### src/rtl/adcrop_pkg.sv
// Shared constants and types for the converter result output port.
package adcrop_pkg;
   localparam int RES_W = 12;
   localparam int PAR_W = 6;
   localparam int MSB_HALF_LO = 6;
   localparam int LSB_HALF_W = 4;
   // Positions of the pin inputs in the synchroniser vector.
   localparam int PIN_CS = 0;
   localparam int PIN_RC = 1;
   localparam int PIN_HS = 2;
   localparam int PIN_FMT = 3;
   localparam int PIN_SRC = 4;
   localparam int PIN_XCK = 5;
   localparam int PIN_N = 6;
   // Internal serial bit clock timing.
   localparam int CLK_MHZ = 125;
   localparam int BIT_PERIOD_NS = 160;
   localparam int HALF_CYC = ((BIT_PERIOD_NS / 2) * CLK_MHZ + 999) / 1000;
   localparam int DIV_W = 8;
   localparam logic [3:0] FRAME_BITS = 4'hc;
   localparam logic [PIN_N-1:0] PIN_RST = 6'h01;

   typedef enum logic [1:0] {
      ADCROP_IDLE = 2'b00,
      ADCROP_CLK_LO = 2'b01,
      ADCROP_CLK_HI = 2'b11,
      ADCROP_EXT = 2'b10
   } adcrop_state_t;

   typedef struct packed {
      logic [PIN_N-1:0] sy1;
      logic [PIN_N-1:0] sy2;
      logic [PIN_N-1:0] sy3;
      logic [PIN_N-1:0] filt;
      logic conv_l;
      logic xck_l;
      logic [1:0][RES_W-1:0] buf_d;
      logic wr_ptr;
      logic rd_ptr;
      logic [1:0] buf_cnt;
      logic [RES_W-1:0] hold;
      logic [RES_W-1:0] shift;
      logic [3:0] bits_left;
      logic [DIV_W-1:0] div;
      adcrop_state_t st;
      logic sclk;
      logic sdata;
      logic [PAR_W-1:0] par;
      logic par_oe_b;
      logic conv_start;
   } adcrop_regs_t;
endpackage

### src/rtl/adcrop_port.sv
// Result output port: parallel half-word port and serial path of a 12-bit converter.
// How it works
// - Code format select high gives straight binary, low gives two's complement.
// - Source select high: host drives bit clock, data shifts on its falling edges.
// - Source select low: each convert sends previous result with 12 own clock pulses.
// - Half select low: parallel bits five to zero carry result bits 11 to 6.
// - Half select high: parallel bits five to two carry result bits 3 to 0.
// - Half select high: parallel bits one and zero are driven low.
// - Parallel outputs float when chip select is high or read/convert is low.
// - Half select picks the six high or four low result bits.
// - Falling read/convert with chip select low starts a new conversion.
// - Internal mode emits 12 pulses per conversion, then holds bit clock low.
`timescale 1ns/1ps
`default_nettype none
module adcrop_port
   import adcrop_pkg::*;
#(
   parameter int HALF_CYCLES = HALF_CYC
)
(
   // Clock and reset.
   input wire logic clock,
   input wire logic rst_b,
   // Host pins.
   input wire logic chip_sel_b,
   input wire logic read_conv,
   input wire logic half_sel,
   input wire logic code_format_select,
   input wire logic serial_clock_source_select,
   input wire logic serial_bit_clock_i,
   output logic serial_bit_clock_o,
   output logic serial_bit_clock_oe_b,
   output logic serial_data,
   output logic [PAR_W-1:0] par_out,
   output logic par_out_oe_b,
   // Conversion core.
   output logic conv_start,
   input wire logic res_valid,
   input wire logic [RES_W-1:0] res_data,
   output logic res_ready
);

   // Refuse divider settings that the half-period counter cannot hold.
   if (HALF_CYCLES < 1 || HALF_CYCLES > (1 << DIV_W))
   begin : g_half_check
      $error("HALF_CYCLES out of range");
   end

   localparam logic [DIV_W-1:0] DIV_LOAD = DIV_W'(HALF_CYCLES - 1);

   function automatic logic [RES_W-1:0] code_out(input logic [RES_W-1:0] d, input logic sb);
      code_out = sb ? d : {~d[RES_W-1], d[RES_W-2:0]};
   endfunction

   function automatic logic [PAR_W-1:0] par_sel(input logic [RES_W-1:0] d, input logic hs);
      par_sel = hs ? {d[LSB_HALF_W-1:0], 2'b00} : d[RES_W-1:MSB_HALF_LO];
   endfunction

   adcrop_regs_t q, n;
   logic [PIN_N-1:0] agree;
   logic conv_lvl;
   logic conv_cmd;
   logic xck_fall;
   logic push;
   logic pop;

   always_comb
   begin
      n = q;
      agree = q.sy2 ~^ q.sy3;
      n.sy1 = {serial_bit_clock_i, serial_clock_source_select, code_format_select, half_sel, read_conv,
               chip_sel_b};
      n.sy2 = q.sy1;
      n.sy3 = q.sy2;
      n.filt = (q.filt & ~agree) | (q.sy3 & agree);
      // Chip select and read/convert are ORed; their joint fall is the convert command.
      conv_lvl = q.filt[PIN_CS] | q.filt[PIN_RC];
      conv_cmd = q.conv_l & ~conv_lvl;
      n.conv_l = conv_lvl;
      n.conv_start = conv_cmd;
      xck_fall = q.xck_l & ~q.filt[PIN_XCK];
      n.xck_l = q.filt[PIN_XCK];
      // Two-entry buffer between the core and the holding register.
      res_ready = (q.buf_cnt != 2'h2);
      push = res_valid && res_ready;
      pop = (q.buf_cnt != 2'h0) && (q.st == ADCROP_IDLE) && !conv_cmd;
      if (push)
      begin
         n.buf_d[q.wr_ptr] = res_data;
         n.wr_ptr = ~q.wr_ptr;
      end
      if (pop)
      begin
         n.hold = q.buf_d[q.rd_ptr];
         n.rd_ptr = ~q.rd_ptr;
      end
      n.buf_cnt = q.buf_cnt + {1'b0, push} - {1'b0, pop};
      // Parallel port, refreshed every cycle from the holding register.
      n.par = par_sel(code_out(q.hold, q.filt[PIN_FMT]), q.filt[PIN_HS]);
      n.par_oe_b = q.filt[PIN_CS] | ~q.filt[PIN_RC];
      case (q.st)
         ADCROP_IDLE:
         begin
            n.sclk = 1'b0;
         end
         ADCROP_CLK_LO:
         begin
            if (q.div == '0)
            begin
               n.sclk = 1'b1;
               n.div = DIV_LOAD;
               n.st = ADCROP_CLK_HI;
            end
            else
               n.div = q.div - DIV_W'(1);
         end
         ADCROP_CLK_HI:
         begin
            if (q.div == '0)
            begin
               n.sclk = 1'b0;
               n.div = DIV_LOAD;
               n.bits_left = q.bits_left - 4'h1;
               n.shift = {q.shift[RES_W-2:0], 1'b0};
               if (q.bits_left == 4'h1)
               begin
                  n.st = ADCROP_IDLE;
                  n.sdata = 1'b0;
               end
               else
               begin
                  n.sdata = q.shift[RES_W-2];
                  n.st = ADCROP_CLK_LO;
               end
            end
            else
               n.div = q.div - DIV_W'(1);
         end
         ADCROP_EXT:
         begin
            if (xck_fall)
            begin
               n.bits_left = q.bits_left - 4'h1;
               n.shift = {q.shift[RES_W-2:0], 1'b0};
               n.sdata = (q.bits_left == 4'h1) ? 1'b0 : q.shift[RES_W-2];
               if (q.bits_left == 4'h1)
                  n.st = ADCROP_IDLE;
            end
         end
         default:
         begin
            n.st = ADCROP_IDLE;
            n.sclk = 1'b0;
         end
      endcase
      // A convert command starts a frame carrying the previous result.
      if (conv_cmd)
      begin
         n.shift = code_out(q.hold, q.filt[PIN_FMT]);
         n.sdata = q.filt[PIN_FMT] ? q.hold[RES_W-1] : ~q.hold[RES_W-1];
         n.bits_left = FRAME_BITS;
         n.div = DIV_LOAD;
         n.sclk = 1'b0;
         n.st = q.filt[PIN_SRC] ? ADCROP_EXT : ADCROP_CLK_LO;
      end
   end

   always_ff @(posedge clock or negedge rst_b)
   begin
      if (!rst_b)
      begin
         q <= '0;
         q.sy1 <= PIN_RST;
         q.sy2 <= PIN_RST;
         q.sy3 <= PIN_RST;
         q.filt <= PIN_RST;
         q.conv_l <= 1'b1;
         q.par_oe_b <= 1'b1;
      end
      else
         q <= n;
   end

   assign serial_bit_clock_o = q.sclk;
   assign serial_bit_clock_oe_b = q.filt[PIN_SRC];
   assign serial_data = q.sdata;
   assign par_out = q.par;
   assign par_out_oe_b = q.par_oe_b;
   assign conv_start = q.conv_start;

   // Helper counting bit clock pulses within one internal frame.
   logic [4:0] pulses_r;
   always_ff @(posedge clock or negedge rst_b)
   begin
      if (!rst_b)
         pulses_r <= '0;
      else if (conv_cmd)
         pulses_r <= '0;
      else if (q.st == ADCROP_CLK_LO && q.div == '0)
         pulses_r <= pulses_r + 5'h01;
   end
endmodule // adcrop_port
`default_nettype wire

### config.mk
export PLATFORM = sky130hd
export DESIGN_NAME = adcrop_port
export DESIGN_NICKNAME = d
export VERILOG_FILES = /design/src/rtl/adcrop_pkg.sv /design/src/rtl/adcrop_port.sv
export SDC_FILE = /design/constraint.sdc
export NUM_CORES = 1
export LEC_CHECK = 0
export BUFFER_PORTS_ARGS = -buffer_cell sky130_fd_sc_hd__clkbuf_2
export CAP_MARGIN = 10
export CORE_MARGIN = 2
export CORE_UTILIZATION = 35
export DETAILED_ROUTE_END_ITERATION = 6
export GPL_TIMING_DRIVEN = 0
export MAX_ROUTING_LAYER = met4
export PLACE_DENSITY = 0.57
export SYNTH_ARGS = -nofsm -noshare
export SYNTH_HDL_FRONTEND = slang
export SYNTH_SLANG_ARGS = --single-unit
export TNS_END_PERCENT = 1
### constraint.sdc
create_clock -name clock -period 7.15 [get_ports clock]
set_clock_uncertainty 0.05 [all_clocks]
set_input_delay 1.43 -clock clock [delete_from_list [all_inputs] [get_ports clock]]
set_output_delay 1.43 -clock clock [all_outputs]
set_load 0.05 [all_outputs]
==> results list <==
* CTS Hold Buffers Added: 0
* Simple-gate share of the synthesized area: 8.62%
- Standard-cell rows: 39
* Netlist cell types: 50
- Power spread over the standard cell area amounts to 459 nW/um^2.
- Setup repair after global routing missed its margin: no
* Hold slack final: 0.301 ns
* Cell chosen for the clock root: sky130_fd_sc_hd__clkbuf_16
- Peak supply drop: 0.201 mV
- Routed length on met2: 3680 microns
- Per report_power, the sequential group accounts for 40.7% of the total.
- After synthesis, the cell types taking the most area are sky130_fd_sc_hd__dfrtp_1 57%, sky130_fd_sc_hd__mux2_2 7.2%, sky130_fd_sc_hd__dfstp_2 3.8%, sky130_fd_sc_hd__mux2i_1 3.3%, sky130_fd_sc_hd__ha_1 3.0%.
* Worst setup slack before clock tree synthesis: 4.15 ns
- Register-to-register setup slack: 4.49 ns
- Setup Viol. Count Final: 0
* Placed wire-length estimate: 5200 microns
* Yosys synthesis warning count: 0
* Flip-flop and latch count after synthesis: 101
- Count of buffers added by post-CTS timing repair for setup: 0
- The total overflow left after global routing is 0.
- Detailed-route wire length: 7330 microns
- Once routing completed, OpenROAD measured the worst setup slack at 4.49 ns.
- Total met3 wirelength after detailed routing: 215 microns
- In this run switching power makes up 35.1% of total power.
- The final number of hold-violating endpoints came to 0.
* Post-Synthesis Net Count: 356
- The run finished with clean final reports.
* Number of antenna repair diodes: 0
* Syn-to-layout area delta: 16.2%
- Width of the chip: 113 microns
* Worst-path fanout max: 10
* Global-route wire length before repair: 13000 microns
- Layout cells sized above 1: 28.3%
* Number of cells traversed by the worst register-to-register path: 10
* Hold Path End: n[88]
- The setup path with the least slack is of type register to register.
- The first detailed-routing pass took 4 iterations.
- Post-route setup TNS: 0 ns
- Fraction of the mapped netlist area in adder cells: 4.41%
- Of the total power, the clock network draws 22.1%.
- Post-synthesis instance total: 325
- Mean post-synth cell area: 12.9 sq um
- Netlist area before placement: 4200 sq um
- The via count of the first global-routing pass was 2706.
* Sink Count: 101
- Actual transition at the worst max-transition pin: 0.753 ns
* Arr. time, crit path: 2.87 ns
- Clock latency reported for the late side of the worst-skew pair: 0.34 ns
- After synthesis, the largest family of logic cells by area is multiplexers.
* Final nets: 400
* Reg-to-reg critical path endpoint: q[49]
- Measured against the total synthesized area, the mux share comes to 10.6%.
- The detailed router put a total of 3300 microns of wire on met1.
- Largest area contributor in the synthesized netlist: sky130_fd_sc_hd__dfrtp_1
- Among all flip-flop cells after synthesis, the most frequent one is sky130_fd_sc_hd__dfrtp_1.
* Max Clk Rate: 376 MHz
* Startpoint type of the worst setup path: register
* Logic pwr share: 37.1%
* Async set or reset register ratio after synthesis: 100%
- Summing internal, switching and leakage power gives 2240 uW.
* DRC violation count after routing: 0
- Number of vias per cell after detailed routing: 4.92
* Hold depth: 0
- CTS buffer count: 9
- Hold Crit Start: n[94]
- Of the total synthesized cell area, the portion taken by XOR and XNOR cells is 2.09%.
- For this run, the total global-route usage over all layers was measured as 13.2%.
- Clock-pin slew was measured on the worst setup and hold paths at 0.06 ns.
- Height of the chip: 113 microns
- Most used standard cell by instance count after synthesis: sky130_fd_sc_hd__dfrtp_1
- Initial Util: 36.3%
- The final route contains 2542 vias.
* Initial DRC Count: 107
- Share of synthesized area occupied by flip-flops and latches: 60.4%
* Max-slew headroom at the worst pin: 49.8%
* Antenna violations before repair: 0
- The worst setup path is captured at a register.
- In this run the remaining antenna-violating nets after routing total 0.
- Final RePlAce weighted congestion: 0.831
- TritonCTS clock tree: yes
- Crit path required time: 7.36 ns
- CTS built an H-tree with a depth of 3.
* Cells along the critical path: or3b_1, buf_2, inv_2, nor2_1, clkbuf_1, ha_1, inv_1, ha_1, xnor2_1, xnor2_1
- Period utilisation layout: 37.2%
* Maximum Capacitance Violations: 0
* Most instantiated cells after synthesis: 95 x sky130_fd_sc_hd__dfrtp_1, 27 x sky130_fd_sc_hd__mux2_2, 27 x sky130_fd_sc_hd__nor2_1
- Maximum buffer depth of the clock tree: 2
- Post-synthesis compound-gate area fraction: 10.1%
- Input and output buffers added on the ports amount to 32.
- The analysis attributes to net switching a power of 785 uW.
- The synthesized design contains 0 enable-type register cells.
- Maximum number of pins on one net before global-route repair: 60
* Die Footprint: 12900 sq um
- Top-level port count: 33
- Routed WL per cell: 14.2 microns
- Top routing layer used: met4
- In this design, the stage delay of the slowest critical-path cell is 0.55 ns.
- Post-cts repair resize count: 0
* Internal Pwr Total: 1450 uW
* Leak pwr: 0.00214 uW
- The core region is 11600 sq um.
- The max-slew violation count is 0.
- Class of the tightest hold or removal check: register to register
- Yosys top cell area share: 56.7%
- Clock period minus worst slack: 2.66 ns
* Slowest cell on the critical path: sky130_fd_sc_hd__dfstp_2
-- sequential cells by signal (all words and copies together), names as in the netlist, named ones only --
name                flops
q                      73
n                      12
par_out                 6
conv_start              1
par_out_oe_b            1
serial_bit_clock_o      1
serial_data             1
-- cell usage in the layout (no fill, tap or decap), types with 3 or more instances in the layout --
master / netlist / layout
sky130_fd_sc_hd__clkbuf_1: 7 / 8
sky130_fd_sc_hd__dfrtp_1: 95 / 95
sky130_fd_sc_hd__clkbuf_16: 0 / 9
sky130_fd_sc_hd__or2_2: 4 / 4
sky130_fd_sc_hd__a21oi_1: 15 / 15
sky130_fd_sc_hd__o211ai_1: 4 / 4
sky130_fd_sc_hd__nor3_1: 3 / 3
sky130_fd_sc_hd__buf_4: 6 / 6
sky130_fd_sc_hd__xor2_1: 6 / 6
sky130_fd_sc_hd__a31oi_1: 4 / 4
sky130_fd_sc_hd__o21ai_1: 3 / 3
sky130_fd_sc_hd__nor2b_1: 3 / 3
sky130_fd_sc_hd__ha_1: 10 / 10
sky130_fd_sc_hd__o221a_1: 9 / 9
sky130_fd_sc_hd__maj3_1: 6 / 6
sky130_fd_sc_hd__clkbuf_2: 0 / 31
sky130_fd_sc_hd__nand2_1: 7 / 7
sky130_fd_sc_hd__xnor2_1: 4 / 4
sky130_fd_sc_hd__buf_2: 4 / 4
sky130_fd_sc_hd__mux2_2: 27 / 27
sky130_fd_sc_hd__mux2i_1: 14 / 14
sky130_fd_sc_hd__o21ai_0: 6 / 6
sky130_fd_sc_hd__nand2b_1: 13 / 13
sky130_fd_sc_hd__nor2_1: 27 / 27
sky130_fd_sc_hd__dfstp_2: 6 / 6
sky130_fd_sc_hd__inv_1: 9 / 9
-- how the worst max path moves through the flow --
| stage | slack [ns] | startpoint | to |
|---|---|---|---|
| 3_3_place_gp | 3.34 | rst_b | q[71] |
| 6_report | 4.49 | register | q[49] |
| 2_1_floorplan | 4.56 | res_valid | q[53] |
| 3_5_place_dp | 4.15 | res_valid | q[58] |
| 5_1_grt | 4.21 | register | q[49] |
| 4_1_cts | 4.46 | register | q[49] |
-- metal layers --
metal,up-vias,GRT usage [%]
met4,0,5.04
met3,10,3.72
met2,34,21.0
met1,1279,16.0
li1,1219,-
met5,-,-
-- power groups by stage --
stage               Clock [uW]  Sequential [uW]  Combinational [uW]
floorplan                    0              908                 650
global placement             0              916                 820
detailed placement           0              925                 839
CTS                        513              915                 842
global route               537              940                 924
finish                     495              912                 830
-- per-stage QoR --
| stage | instance area [sq um] | util (%) | std cells |
|---|---|---|---|
| after floorplan | 4200 | - | 325 |
| after global placement | 4530 | 39.2 | 500 |
| after detailed placement | 4560 | 39.5 | 501 |
| after CTS | 4870 | 42.2 | 517 |
| after global routing | 4870 | 42.2 | 517 |
| final | 4870 | 42.2 | 517 |
-- cells by family (layout without fill, tap and decap cells) --
| logic type | after synthesis | count (layout) |
|---|---|---|
| mux | 41 | 41 |
| buf+inv | 31 | 80 |
| xor+xnor | 10 | 10 |
| fa+ha+maj | 16 | 16 |
| compound gates | 56 | 56 |
| simple gates | 70 | 70 |
| flops | 101 | 101 |
-- layout make-up --
cell class,instances,area [sq um]
sequential,101,2530
timing repair buffer,33,190
fill,1090,6690
inverter,10,37.5
multi-input combinational,193,1500
clock inverter,4,53.8
tap,143,179
buffer,21,121
clock buffer,12,256
-- worst max-delay path, delay by kind of cell (launching register included) --
kind / cells / cell delay, ns
buffers and inverters: 4 / 0.74
and+or+nand+nor: 2 / 0.53
DFF: 1 / 0.55
xor gates and xnor gates: 2 / 0.26
adders and majority gates: 2 / 0.44
Note: power is estimated with default switching activity, not from simulation.
